[src/common/rhpw_pkg.sv]
// Package: offsets, field positions, reset values for root hub power/wakeup
`default_nettype none
package rhpw_pkg;
  // Register offsets inside the memory window
  localparam logic [7:0] RHPW_OFS_MASK_REMOVABLE = 8'h4c;
  localparam logic [7:0] RHPW_OFS_GLOBAL_STATUS = 8'h50;
  // Mask/removable register field positions
  localparam int RHPW_MASK_LSB = 16;
  localparam int RHPW_REMOVABLE_LSB = 0;
  localparam int RHPW_FIELD_W = 16;
  // Global status register bit positions
  localparam int RHPW_BIT_WAKE_CLR = 31;
  localparam int RHPW_BIT_OC_CHANGE = 17;
  localparam int RHPW_BIT_PWR_ON = 16;
  localparam int RHPW_BIT_WAKE_SET = 15;
  localparam int RHPW_BIT_OC_FLAG = 1;
  localparam int RHPW_BIT_PWR_OFF = 0;
  // Reset values
  localparam logic [15:0] RHPW_MASK_RESET = 16'h0000;
  localparam logic [15:0] RHPW_REMOVABLE_RESET = 16'h0000;
  // Power-state reset: all ports off
  localparam logic RHPW_PWR_RESET = 1'b0;
  // Suspend/resume tracking states
  typedef enum logic [1:0]
  {
    RHPW_ST_RUN = 2'b00,
    RHPW_ST_SUSPENDED = 2'b01,
    RHPW_ST_RESUMING = 2'b10
  } rhpw_state_type;
endpackage
`default_nettype wire

[src/rtl/rhpw_edge_flag.sv]
// Sticky change flag: set on any edge of a level, cleared by write-one
`default_nettype none
module rhpw_edge_flag
  import rhpw_pkg::*;
(
  input wire logic clk,
  input wire logic rst,
  input wire logic level,
  input wire logic clear,
  output logic flag
);
  logic level_q; // Previous level for edge detection
  wire edge_seen = level ^ level_q;
  // Set dominates clear so a coincident edge is not lost
  wire next_flag = edge_seen | (flag & ~clear);

  // Edge history and sticky flag
  always_ff @(posedge clk)
  begin
    if (rst)
    begin
      level_q <= 1'b0;
      flag <= 1'b0;
    end
    else
    begin
      level_q <= level;
      flag <= next_flag;
    end
  end

  edge_sets_a: assert property (@(posedge clk) disable iff (rst)
    (level != $past(level)) |=> flag)
    else $error("change flag missed an edge");
endmodule
`default_nettype wire

[src/rtl/rhpw_port_power.sv]
// One port's power state, steered by global and per-port commands
`default_nettype none
module rhpw_port_power
  import rhpw_pkg::*;
(
  input wire logic clk,
  input wire logic rst,
  input wire logic per_port_mode,
  input wire logic mask_bit,
  input wire logic global_on,
  input wire logic global_off,
  input wire logic port_on,
  input wire logic port_off,
  input wire logic overcurrent,
  output logic port_power_state
);
  // Mask only matters in per-port mode; otherwise global owns the port
  wire use_port = per_port_mode & mask_bit;
  wire set_cmd = use_port ? port_on : global_on;
  wire clr_cmd = use_port ? port_off : global_off;
  // Overcurrent and clear win over set, keeping the switch safe
  wire next_power = (port_power_state | set_cmd) & ~clr_cmd & ~overcurrent;

  // Power state register
  always_ff @(posedge clk)
  begin
    if (rst)
      port_power_state <= RHPW_PWR_RESET;
    else
      port_power_state <= next_power;
  end

  masked_hold_a: assert property (@(posedge clk) disable iff (rst)
    (use_port & ~port_on & ~port_off)
      |=> (port_power_state <= $past(port_power_state)))
    else $error("masked port moved on a global command");
endmodule
`default_nettype wire

[src/rtl/rhpw_regs.sv]
// Root hub port mask/removable and global status register bank
// Contract
// - Mask bit set: per-port commands only
// - Mask bit clear: global commands only
// - Mask ignored in global switching mode
// - Mask bit 0 reserved, bits 1..2 ports
// - Removable flags, set means not removable
// - Removable bit 0 reserved, bits 1..2 ports
// - Status low half, change bits high
// - Write one bit 31 clears wakeup enable
// - Overcurrent change set on change, W1C
// - Bit 16 always reads zero
// - Global mode: bit 16 powers all on
// - Per-port mode: bit 16 powers unmasked ports
// - Wakeup enabled: connect change resumes from suspend
// - Write one bit 15 sets wakeup enable
// - Bit 1 shows global overcurrent only
// - Bit 0 always reads zero
// - Global mode: bit 0 powers all off
// - Per-port mode: bit 0 clears unmasked ports
// - Global mode: only global commands drive power
`default_nettype none
module rhpw_regs
  import rhpw_pkg::*;
#(
  parameter int NUM_PORTS = 2
)
(
  input wire logic MCLK,
  input wire logic SYS_RST,
  input wire logic [7:0] REG_ADDR,
  input wire logic REG_WR,
  input wire logic REG_RD,
  input wire logic [31:0] REG_WDATA,
  output logic [31:0] REG_RDATA,
  input wire logic PER_PORT_MODE,
  input wire logic PER_PORT_OC,
  input wire logic OVERCURRENT_IN,
  input wire logic [NUM_PORTS:1] PORT_ON_CMD,
  input wire logic [NUM_PORTS:1] PORT_OFF_CMD,
  input wire logic [NUM_PORTS:1] PORT_OC,
  input wire logic [NUM_PORTS:1] CONNECT_CHANGE_FLAG,
  input wire logic SUSPEND_REQ,
  input wire logic RESUME_DONE,
  output logic [NUM_PORTS:1] PORT_POWER_STATE,
  output logic [15:0] PORT_POWER_MASK,
  output logic [15:0] DEVICE_REMOVABLE_FLAGS,
  output logic REMOTE_WAKEUP_ENABLE,
  output logic RESUME_DETECTED,
  output logic [1:0] HUB_STATE
);
  ////////////////////////////////////////////////////////////////////////////
  // Address decode
  wire sel_mask = REG_ADDR == RHPW_OFS_MASK_REMOVABLE;
  wire sel_stat = REG_ADDR == RHPW_OFS_GLOBAL_STATUS;
  wire wr_mask = REG_WR & sel_mask; // Load of mask/removable
  wire wr_stat = REG_WR & sel_stat;
  // Write-one command strobes from the status register
  wire wakeup_enable_clear = wr_stat & REG_WDATA[RHPW_BIT_WAKE_CLR];
  wire wakeup_enable_set = wr_stat & REG_WDATA[RHPW_BIT_WAKE_SET];
  wire global_power_on_cmd = wr_stat & REG_WDATA[RHPW_BIT_PWR_ON];
  wire global_power_off_cmd = wr_stat & REG_WDATA[RHPW_BIT_PWR_OFF];
  wire oc_change_clear = wr_stat & REG_WDATA[RHPW_BIT_OC_CHANGE];

  ////////////////////////////////////////////////////////////////////////////
  // Overcurrent indicator: meaningful only with global reporting
  wire global_overcurrent_flag = OVERCURRENT_IN & ~PER_PORT_OC;
  logic overcurrent_change_flag; // Sticky change of the indicator

  rhpw_edge_flag u_oc_change
  (
    .clk(MCLK),
    .rst(SYS_RST),
    .level(global_overcurrent_flag),
    .clear(oc_change_clear),
    .flag(overcurrent_change_flag)
  );

  ////////////////////////////////////////////////////////////////////////////
  // Mask and removable storage; reserved bit 0 kept as stored
  always_ff @(posedge MCLK)
  begin
    if (SYS_RST)
    begin
      PORT_POWER_MASK <= RHPW_MASK_RESET;
      DEVICE_REMOVABLE_FLAGS <= RHPW_REMOVABLE_RESET;
    end
    else if (wr_mask)
    begin
      PORT_POWER_MASK <= REG_WDATA[RHPW_MASK_LSB +: RHPW_FIELD_W];
      DEVICE_REMOVABLE_FLAGS <=
        REG_WDATA[RHPW_REMOVABLE_LSB +: RHPW_FIELD_W];
    end
  end

  ////////////////////////////////////////////////////////////////////////////
  // Per-port power: mask bit p maps to port p, bit 0 is never used
  genvar p;
  generate
    for (p = 1; p <= NUM_PORTS; p++)
    begin : g_port
      rhpw_port_power u_pwr
      (
        .clk(MCLK),
        .rst(SYS_RST),
        .per_port_mode(PER_PORT_MODE),
        .mask_bit(PORT_POWER_MASK[p]),
        .global_on(global_power_on_cmd),
        .global_off(global_power_off_cmd),
        .port_on(PORT_ON_CMD[p]),
        .port_off(PORT_OFF_CMD[p]),
        .overcurrent(PORT_OC[p]),
        .port_power_state(PORT_POWER_STATE[p])
      );
    end
  endgenerate

  ////////////////////////////////////////////////////////////////////////////
  // Remote wakeup enable; a set and clear together leave it set
  wire next_wakeup = wakeup_enable_set |
    (REMOTE_WAKEUP_ENABLE & ~wakeup_enable_clear);

  always_ff @(posedge MCLK)
  begin
    if (SYS_RST)
      REMOTE_WAKEUP_ENABLE <= 1'b0;
    else
      REMOTE_WAKEUP_ENABLE <= next_wakeup;
  end

  ////////////////////////////////////////////////////////////////////////////
  // Suspend/resume tracking; connect change wakes only when enabled
  rhpw_state_type state;
  rhpw_state_type next_state;
  wire wake_event = REMOTE_WAKEUP_ENABLE & (|CONNECT_CHANGE_FLAG);
  logic resume_pulse;

  always_comb
  begin
    next_state = state;
    resume_pulse = 1'b0;
    case (state)
      RHPW_ST_RUN:
        if (SUSPEND_REQ)
          next_state = RHPW_ST_SUSPENDED;
      RHPW_ST_SUSPENDED:
        if (wake_event)
        begin
          next_state = RHPW_ST_RESUMING;
          resume_pulse = 1'b1;
        end
      RHPW_ST_RESUMING:
        if (RESUME_DONE)
          next_state = RHPW_ST_RUN;
      default:
        next_state = RHPW_ST_RUN;
    endcase
  end

  // State and resume-detected pulse
  always_ff @(posedge MCLK)
  begin
    if (SYS_RST)
    begin
      state <= RHPW_ST_RUN;
      RESUME_DETECTED <= 1'b0;
    end
    else
    begin
      state <= next_state;
      RESUME_DETECTED <= resume_pulse;
    end
  end

  assign HUB_STATE = state;

  ////////////////////////////////////////////////////////////////////////////
  // Read data; power command bits 16 and 0 read zero
  logic [31:0] stat_word;
  always_comb
  begin
    stat_word = 32'h0000_0000;
    stat_word[RHPW_BIT_OC_CHANGE] = overcurrent_change_flag;
    stat_word[RHPW_BIT_PWR_ON] = 1'b0;
    stat_word[RHPW_BIT_WAKE_SET] = REMOTE_WAKEUP_ENABLE;
    stat_word[RHPW_BIT_OC_FLAG] = global_overcurrent_flag;
    stat_word[RHPW_BIT_PWR_OFF] = 1'b0;
  end

  wire [31:0] mask_word = {PORT_POWER_MASK, DEVICE_REMOVABLE_FLAGS};
  wire [31:0] rd_mux = sel_mask ? mask_word :
    (sel_stat ? stat_word : 32'h0000_0000);

  // Registered read data, unmapped addresses return zero
  always_ff @(posedge MCLK)
  begin
    if (SYS_RST)
      REG_RDATA <= 32'h0000_0000;
    else if (REG_RD)
      REG_RDATA <= rd_mux;
  end

  ////////////////////////////////////////////////////////////////////////////
  // Checks
  wake_clear_a: assert property (@(posedge MCLK) disable iff (SYS_RST)
    (wakeup_enable_clear & ~wakeup_enable_set)
      |=> !REMOTE_WAKEUP_ENABLE)
    else $error("wakeup enable not cleared");
  wake_set_a: assert property (@(posedge MCLK) disable iff (SYS_RST)
    wakeup_enable_set |=> REMOTE_WAKEUP_ENABLE)
    else $error("wakeup enable not set");
  wake_hold_a: assert property (@(posedge MCLK) disable iff (SYS_RST)
    (wr_stat & ~REG_WDATA[31] & ~REG_WDATA[15])
      |=> $stable(REMOTE_WAKEUP_ENABLE))
    else $error("zero write moved wakeup enable");
  oc_clear_a: assert property (@(posedge MCLK) disable iff (SYS_RST)
    (oc_change_clear & $stable(global_overcurrent_flag))
      |=> !overcurrent_change_flag)
    else $error("overcurrent change not cleared");
  status_zero_a: assert property (@(posedge MCLK) disable iff (SYS_RST)
    (REG_RD & sel_stat) |=> (REG_RDATA[16] == 1'b0 && REG_RDATA[0] == 1'b0))
    else $error("local power bits read nonzero");
  oc_read_a: assert property (@(posedge MCLK) disable iff (SYS_RST)
    (REG_RD & sel_stat & PER_PORT_OC) |=> REG_RDATA[1] == 1'b0)
    else $error("indicator read set in per-port mode");
  global_on_a: assert property (@(posedge MCLK) disable iff (SYS_RST)
    (global_power_on_cmd & ~global_power_off_cmd & ~PER_PORT_MODE & ~(|PORT_OC))
      |=> &PORT_POWER_STATE)
    else $error("global on missed a port");
  global_off_a: assert property (@(posedge MCLK) disable iff (SYS_RST)
    (global_power_off_cmd & ~PER_PORT_MODE) |=> ~(|PORT_POWER_STATE))
    else $error("global off missed a port");
  resume_a: assert property (@(posedge MCLK) disable iff (SYS_RST)
    (state == RHPW_ST_SUSPENDED && wake_event)
      |=> (RESUME_DETECTED && state == RHPW_ST_RESUMING))
    else $error("resume not taken on wake event");
endmodule
`default_nettype wire

[config.mk]
export PLATFORM = sky130hd
export DESIGN_NAME = rhpw_regs
export DESIGN_NICKNAME = d
export VERILOG_FILES = /design/src/common/rhpw_pkg.sv /design/src/rtl/rhpw_edge_flag.sv /design/src/rtl/rhpw_port_power.sv /design/src/rtl/rhpw_regs.sv
export SDC_FILE = /design/constraint.sdc
export NUM_CORES = 1
export LEC_CHECK = 0
export ABC_AREA = 1
export BUFFER_PORTS_ARGS = -buffer_cell sky130_fd_sc_hd__buf_2
export CAP_MARGIN = 20
export CORE_ASPECT_RATIO = 1.2
export CORE_UTILIZATION = 48
export DETAILED_ROUTE_END_ITERATION = 6
export PLACE_DENSITY = 0.87
export SETUP_SLACK_MARGIN = 0.3
export SYNTH_ARGS = -nofsm -noshare
export SYNTH_HDL_FRONTEND = slang
export SYNTH_SLANG_ARGS = --single-unit
[constraint.sdc]
create_clock -name MCLK -period 1.4 [get_ports MCLK]
set_input_delay 0.35 -clock MCLK [delete_from_list [all_inputs] [get_ports MCLK]]
set_output_delay 0.35 -clock MCLK [all_outputs]
set_load 0.02 [all_outputs]
Yosys cells after proc, flatten, opt, wreduce, memory -nomap -nowiden:

Cells that the tools add are included.

* logic and storage cells: 62
* register bits after elaboration: 72
* input port bits: 57

* bitwise operators: 30
* muxes and demuxes: 11
* equal/unequal tests: 7
* reductions and logical operators: 4

Operator list (number)
* 32-bit 2-to-1 mux: 1
* 18-bit 2-to-1 mux: 1
* 1-bit bitwise AND: 17
* 8-bit by 7-bit == test with 1-bit output, second input constant: 2
* 1-bit NOT: 8
* 2-bit 2-to-1 mux: 3
* 2-bit != test, second input constant: 3
* 2-bit one-hot mux with 3 select lines: 1
* 1-bit 2-to-1 mux: 5
* 1-bit OR: 4
* 2-bit OR reduction: 2
* 3-bit AND reduction: 1
* 2-bit by 1-bit == test with 1-bit output, second input constant: 1
* 2-bit == test, second input constant: 1
* 2-bit logical NOT: 1
* 1-bit XOR: 1

Longest topological paths before layout:

Gate-level depths: netlist (run 1).

* depth in word-level cells: 7
* gate-level depth with buffers: 9

Modules after synthesis:

A second synthesis (run 1) with hierarchy kept.

* cell total of the unflattened synthesis: 443
* area, all modules: 3100.5 um2

By module, submodules not included
* rhpw_regs: cells each 404, instances 1, area each 2872.8 um2
* rhpw_port_power: cells each 13, instances 2, area each 72.6 um2
* rhpw_edge_flag: cells each 13, instances 1, area each 82.6 um2

Least setup slack after synthesis (run 1):

Ideal clock, no wire load.

* path type: input to register
* start: input REG_ADDR[1]
* end: register DEVICE_REMOVABLE_FLAGS[10]
* arrival time: 1.074 ns
* path slack: 0.185 ns
* cell stages on the path: 7
* path buffers: 1
* path through: nor2_2 -> nand3_2 -> nor2_4 -> nand2_1 -> buf_2 -> nand2_1 -> a21oi_2

* cells in the longest elaborated chain, start to end: 2

RTL lines
* start: declaration: line rhpw_regs.sv:31 `input wire logic [7:0] REG_ADDR,`
* 8-bit by 7-bit == test with 1-bit output: line rhpw_regs.sv:54 `wire sel_mask = REG_ADDR == RHPW_OFS_MASK_REMOVABLE;`
* 1-bit bitwise AND: line rhpw_regs.sv:56 `wire wr_mask = REG_WR & sel_mask;`
* end signal: assignment: line rhpw_regs.sv:91 `DEVICE_REMOVABLE_FLAGS <=`
* end: declaration: line rhpw_regs.sv:47 `output logic [15:0] DEVICE_REMOVABLE_FLAGS,`

No other way between the ends.
A chain may end at the register's enable or synchronous reset.

Worst setup path after layout (run 1):

* start: register PORT_POWER_MASK[14]
* end: output PORT_POWER_MASK[14]

RTL lines
* start: declaration: line rhpw_regs.sv:46 `output logic [15:0] PORT_POWER_MASK,`
* start signal: assignment: line rhpw_regs.sv:90 `PORT_POWER_MASK <= REG_WDATA[RHPW_MASK_LSB +: RHPW_FIELD_W];`

No word-level cell between the ends.

==> results.json, run 1 <==
{
  "path_buf_inv": 1,
  "viasPerCell": 5.63,
  "antenna_left": 0,
  "area_delta_synth_final_pct": 66.7,
  "grtUsageTotal_pct": 29.1,
  "clockRootBuffer": "clkbuf_8",
  "grt_max_degree": 65,
  "final.fill_count": 337,
  "hpwl_um": 5370,
  "grt_pass1_vias": 3279,
  "timing.rr.start": "HUB_STATE[0]",
  "dp_slack_ns": -0.0880,
  "power_density_nw_per_um2": 863,
  "cts_buffers": 9,
  "grt_pass1_wl_um": 15600,
  "drc": 0,
  "holdCritPathClass": "in -> reg",
  "max_stage_delay_ns": 0.38,
  "fin_nets": 598,
  "maxCapViolCount": 0,
  "synth_area_um2": 3160,
  "htreeDepth": 3,
  "seqCellArea_um2": 1530,
  "slew-limit-headroom_pct": 77.6,
  "slew_viol_final": 0,
  "firstDrtPassIters": 6,
  "syn-instance-count": 369,
  "num_antenna_cells": 0,
  "worst_slack_ns": 0.188,
  "rsz0062_at_grt": "yes",
  "ys_ff_latch": 72,
  "die_area_um2": 6910,
  "drive_gt1_share_pct": 68.8,
  "gp_congestion": 0.798,
  "min_period_ns": 1.21,
  "overflow": 0,
  "ff2ff_setup_slack_ns": 0.31,
  "timing.fmax_mhz": 825,
  "via_count": 3548,
  "multi_input_area_um2": 1570,
  "critical_path_class": "reg -> out",
  "die_w_um": 76.1,
  "syn_avg_cell_area_um2": 8.56,
  "worstRegToRegCells": 6,
  "row_count": 32,
  "endpoint_kind": "output pin",
  "core_area_um2": 6410,
  "wirelength_um": 11900,
  "final_cell_mix": "buf_6 (73), dfxtp_2 (69), nand2_1 (66), buf_4 (54), buf_2 (53)",
  "path_clk_slew_ns": 0.09,
  "crit_chain": "buf_6",
  "critPathTopFamily": "flip-flops",
  "final_common_cell": "buf_6",
  "yosysSeqAreaShare_pct": 45.6,
  "clk_path_buf_depth": 2,
  "ys_warn_count": 0,
  "fin_setup_tns_ns": 0,
  "post-route-period-util_pct": 86.5,
  "worst_path_max_delay_cell": "dfxtp_2",
  "status": "complete, no violations",
  "clock-skew-final_ns": 0.0117,
  "floorplan.initialDensity_pct": 49.3,
  "clock-sinks": 72,
  "ys_types": 21,
  "synth_fp_nets": 426,
  "ir_worst_vdd_mv": 0.600,
  "io_pins": 127,
  "hold_violations": 0,
  "reg2reg_to": "HUB_STATE[1]",
  "cts_tree": "built",
  "worstPathArrival_ns": 0.86,
  "chipHeight_um": 90.9,
  "worstMarginPinSlew_ns": 0.336,
  "leakage_uw": 0.00214,
  "hold_end": "g_port[1].u_pwr.port_power_state",
  "port_buffers": 126,
  "wl_per_cell_um": 18.8,
  "initialDrtViolationCount": 185,
  "finalSetupViolations": 0,
  "worstHoldPathCells": 4,
  "required_ns": 1.05,
  "start_kind": "flip-flop",
  "clk-insertion-delay-late_ns": 0.36,
  "hp-start": "PORT_OC[1]",
  "antenna_found_initial": 0,
  "cp_max_fo": 2
}
[through the flow]
stage	instance area (um2)	std cells	power [uW]	utilization [%]	hold WS, ns
3_3_place_gp	3820	558	2600	59.7	0.449
4_1_cts	4860	609	4420	75.8	0.227
2_1_floorplan	3200	369	2410	-	0.439
5_1_grt	5270	630	4640	82.2	0.233
6_report	5270	630	4550	82.2	0.223
3_5_place_dp	3820	558	2610	59.7	0.463
[registers in the layout (all words and copies together), names as in the netlist]
name,cells
DEVICE_REMOVABLE_FLAGS,16
HUB_STATE,2
PORT_POWER_MASK,16
REG_RDATA,32
REMOTE_WAKEUP_ENABLE,1
RESUME_DETECTED,1
g_port.u_pwr.port_power_state,2
u_oc_change.flag,1
u_oc_change.level_q,1
[worst max-delay path by stage]
stage / from / to / depth (start not counted)
3_3_place_gp: REG_ADDR[6] / REG_RDATA[17] / 10
6_report: PORT_POWER_MASK[14] / PORT_POWER_MASK[14] / 1
4_1_cts: REMOTE_WAKEUP_ENABLE / REMOTE_WAKEUP_ENABLE / 1
3_5_place_dp: REG_ADDR[6] / REG_RDATA[7] / 8
5_1_grt: REG_ADDR[0] / REG_RDATA[24] / 8
2_1_floorplan: REG_ADDR[6] / PORT_POWER_MASK[10] / 8
[cell families after synthesis]
kind of cell / Yosys count / synth area share, %
buffers and inverters: 44 / 9.15
AOI/OAI and AO/OA: 100 / 19.6
and+or+nand+nor: 152 / 25.4
DFF: 72 / 45.6
xor gates and xnor gates: 1 / 0.277
[tightest hold or removal path: cells and delay by family]
| kind | cells | cell delay, ns |
|---|---|---|
| AOI/OAI and AO/OA | 2 | 0.09 |
| buffers and inverters | 1 | 0.07 |
| and+or+nand+nor | 1 | 0.03 |
[layout make-up]
cell class,count,area share (%)
Inverter,11,0.927
Sequential cell,72,29.1
Clock buffer,9,2.35
Clock inverter,6,1.62
Multi-Input combinational cell,253,29.8
Timing Repair Buffer,194,34.2
Tap cell,85,2.02
[cells in the mapped netlist]
library cell  count  share of area [%]
xor2_1            1               0.28
nor3_1            1               0.16
nand3_2          32                 10
nand2_1          86                 10
a21oi_2          31                8.6
buf_4             4               0.95
nor2_4            2               0.71
a31oi_1           1               0.20
nor4_1            1               0.20
buf_6             4                1.4
buf_12            4                2.5
inv_1            11                1.3
dfxtp_1          72                 46
nor2_1           21                2.5
nor2_2            1               0.20
o21ai_0          33                5.2
buf_2            11                1.7
nand3_1           8                1.3
clkbuf_1          9                1.1
a21oi_1          35                5.5
buf_1             1               0.12
[power by group]
group | switching, uW | internal (uW)
clock | 842 | 988
sequential | 42.0 | 2110
combinational | 317 | 249
[layer usage]
| metal | GRT usage [%] | share of wire (%) | vias up |
|---|---|---|---|
| met5 | 0 | 0 | - |
| met4 | 16.8 | 6.0 | 0 |
| met3 | 6.77 | 6.9 | 68 |
| met2 | 51.4 | 50 | 234 |
| met1 | 31.6 | 37 | 1675 |
| li1 | - | - | 1571 |
[timing repair]
item,CTS,global route
hold buffers,0,0
endpoints found under the setup margin,73,132
pin swaps,0,11
buffers inserted,35,15
resized for setup,211,43
gates cloned,1,6
No activity file was read; power rests on OpenSTA's default activity.
==> run 2, diff against run 1 <==
--- a/constraint.sdc
+++ b/constraint.sdc
@@ -3,2 +3,2 @@
 set_output_delay 0.35 -clock MCLK [all_outputs]
-set_load 0.02 [all_outputs]
+set_load 0.005 [all_outputs]
==> run 2 against run 1 <==
  * Maximum frequency grew 2.5%
  * Flip-flop and latch count is the same
  * Sequential power is essentially flat
  * First-iteration DRC count grew 26%
  * Critical endpoint is now REMOTE_WAKEUP_ENABLE
==> results.json, run 2 (synthesis results as in run 1) <==
{
  "chipHeight_um": 90.9,
  "final.fill_count": 428,
  "viasPerCell": 5.47,
  "endpoint_kind": "output pin",
  "fin_nets": 591,
  "worstRegToRegCells": 5,
  "timing.rr.start": "REMOTE_WAKEUP_ENABLE",
  "port_buffers": 126,
  "io_pins": 127,
  "hp-start": "REG_WDATA[10]",
  "antenna_found_initial": 0,
  "slew-limit-headroom_pct": 76.2,
  "timing.fmax_mhz": 846,
  "overflow": 0,
  "regMostFlops": "REG_RDATA",
  "path_buf_inv": 1,
  "clockRootBuffer": "clkbuf_8",
  "area_delta_synth_final_pct": 55.3,
  "wl_per_cell_um": 17.2,
  "critPathTopFamily": "flip-flops",
  "floorplan.initialDensity_pct": 49.3,
  "clock-skew-final_ns": 0.0148,
  "reg_top3": "REG_RDATA: 32 flops, DEVICE_REMOVABLE_FLAGS: 16 flops, PORT_POWER_MASK: 16 flops",
  "final_common_cell": "buf_2",
  "maxCapViolCount": 0,
  "largest_reg_flops": 32,
  "hold_end": "DEVICE_REMOVABLE_FLAGS[10]",
  "worstPathArrival_ns": 0.83,
  "row_count": 32,
  "cts_tree": "built",
  "rsz0062_at_grt": "yes",
  "firstDrtPassIters": 6,
  "critical_path_class": "reg -> out",
  "postLayoutCoreUtil_pct": 76.6,
  "gp_congestion": 0.763,
  "required_ns": 1.05,
  "reg2reg_to": "HUB_STATE[1]",
  "num_antenna_cells": 0,
  "ir_worst_vdd_mv": 0.765,
  "die_area_um2": 6910,
  "worstHoldPathCells": 3,
  "wirelength_um": 10700,
  "htreeDepth": 3,
  "start_kind": "flip-flop",
  "path_clk_slew_ns": 0.09,
  "slew_viol_final": 0,
  "leakage_uw": 0.00205,
  "grt_max_degree": 65,
  "multi_input_area_um2": 1520,
  "cts_buffers": 9,
  "worstMarginPinSlew_ns": 0.354,
  "clock-sinks": 72,
  "initialDrtViolationCount": 233,
  "drive_gt1_share_pct": 67.3,
  "grt_pass1_vias": 3086,
  "max_stage_delay_ns": 0.36,
  "drc": 0,
  "hpwl_um": 5420,
  "clk_path_buf_depth": 2,
  "hold_violations": 0,
  "grt_pass1_wl_um": 15000,
  "seqCellArea_um2": 1530,
  "fin_setup_tns_ns": 0,
  "crit_chain": "buf_6",
  "via_count": 3411,
  "total_power_uw": 4470,
  "clk-insertion-delay-late_ns": 0.36,
  "ff2ff_setup_slack_ns": 0.38,
  "power_density_nw_per_um2": 910,
  "die_w_um": 76.1,
  "status": "complete, no violations",
  "finalSetupViolations": 0,
  "antenna_left": 0,
  "holdWs_ns": 0.224,
  "cp_max_fo": 2,
  "final_cell_mix": "buf_2 (97), nand2_1 (72), dfxtp_2 (68), buf_4 (45), a21oi_2 (38)",
  "worst_path_max_delay_cell": "dfxtp_4",
  "holdCritPathClass": "in -> reg",
  "grtUsageTotal_pct": 27.5,
  "min_period_ns": 1.18,
  "core_area_um2": 6410,
  "post-route-period-util_pct": 84.5
}
run 2: cell types whose count changed in the layout (fill, tap and decap cells not counted), sizes merged:
cell      before  now
clkinv         2    0
inv           11   12
clkinvlp       2    3
buf          190  183
clkbuf        13   14
run 2: routing by layer:
metal / track usage (%) / vias up / share of wire, %
met3: 3.43 / 37 / 6.9
met4: 14.4 / 0 / 3.4
met5: 0 / - / 0
li1: - / 1554 / -
met1: 33.0 / 1642 / 38
met2: 47.7 / 178 / 52
run 2: how the worst max path moves through the flow:
stage,from,to,slack (ns),cells after the start
after detailed placement,REG_ADDR[6],PORT_POWER_MASK[14],-0.09,9
after global placement,REG_ADDR[6],DEVICE_REMOVABLE_FLAGS[4],-0.03,9
after floorplan,REG_ADDR[6],PORT_POWER_MASK[10],0.23,8
after global routing,REG_ADDR[4],DEVICE_REMOVABLE_FLAGS[12],0.17,8
after CTS,REMOTE_WAKEUP_ENABLE,REMOTE_WAKEUP_ENABLE,0.23,1
final,REMOTE_WAKEUP_ENABLE,REMOTE_WAKEUP_ENABLE,0.22,1
run 2: cell type report:
class | count | area share, %
clock buffers | 10 | 2.60
clock inverters | 6 | 1.86
inverters | 11 | 0.994
multi-input cells | 253 | 31.1
flip-flops and latches | 72 | 31.2
well taps | 85 | 2.17
repair buffers | 187 | 30.1
run 2: tightest hold or removal path, stage by stage:
cell and delay [ns]:
buf_2 0.10, nand3_2 0.06, a21oi_2 0.04
run 2: metrics by stage:
step                      instances  area, um2  worst slack, ns
after floorplan                 369       3220            0.225
after global placement          559       3870          -0.0323
after detailed placement        559       3870          -0.0902
after CTS                       612       4560            0.232
after global routing            624       4910            0.170
final                           624       4910            0.218
run 2: timing repair:
action | in CTS | in global routing
setup endpoints to repair | 89 | 120
gates resized for setup | 75 | 48
pin swaps | 1 | 8
cloned | 2 | 4
hold buffers | 0 | 0
buffers inserted | 35 | 8
run 2: power breakdown:
group          internal, uW  switching (uW)
Clock                  1010             858
Sequential             2110            32.6
Combinational           209             249
Total                  3330            1140
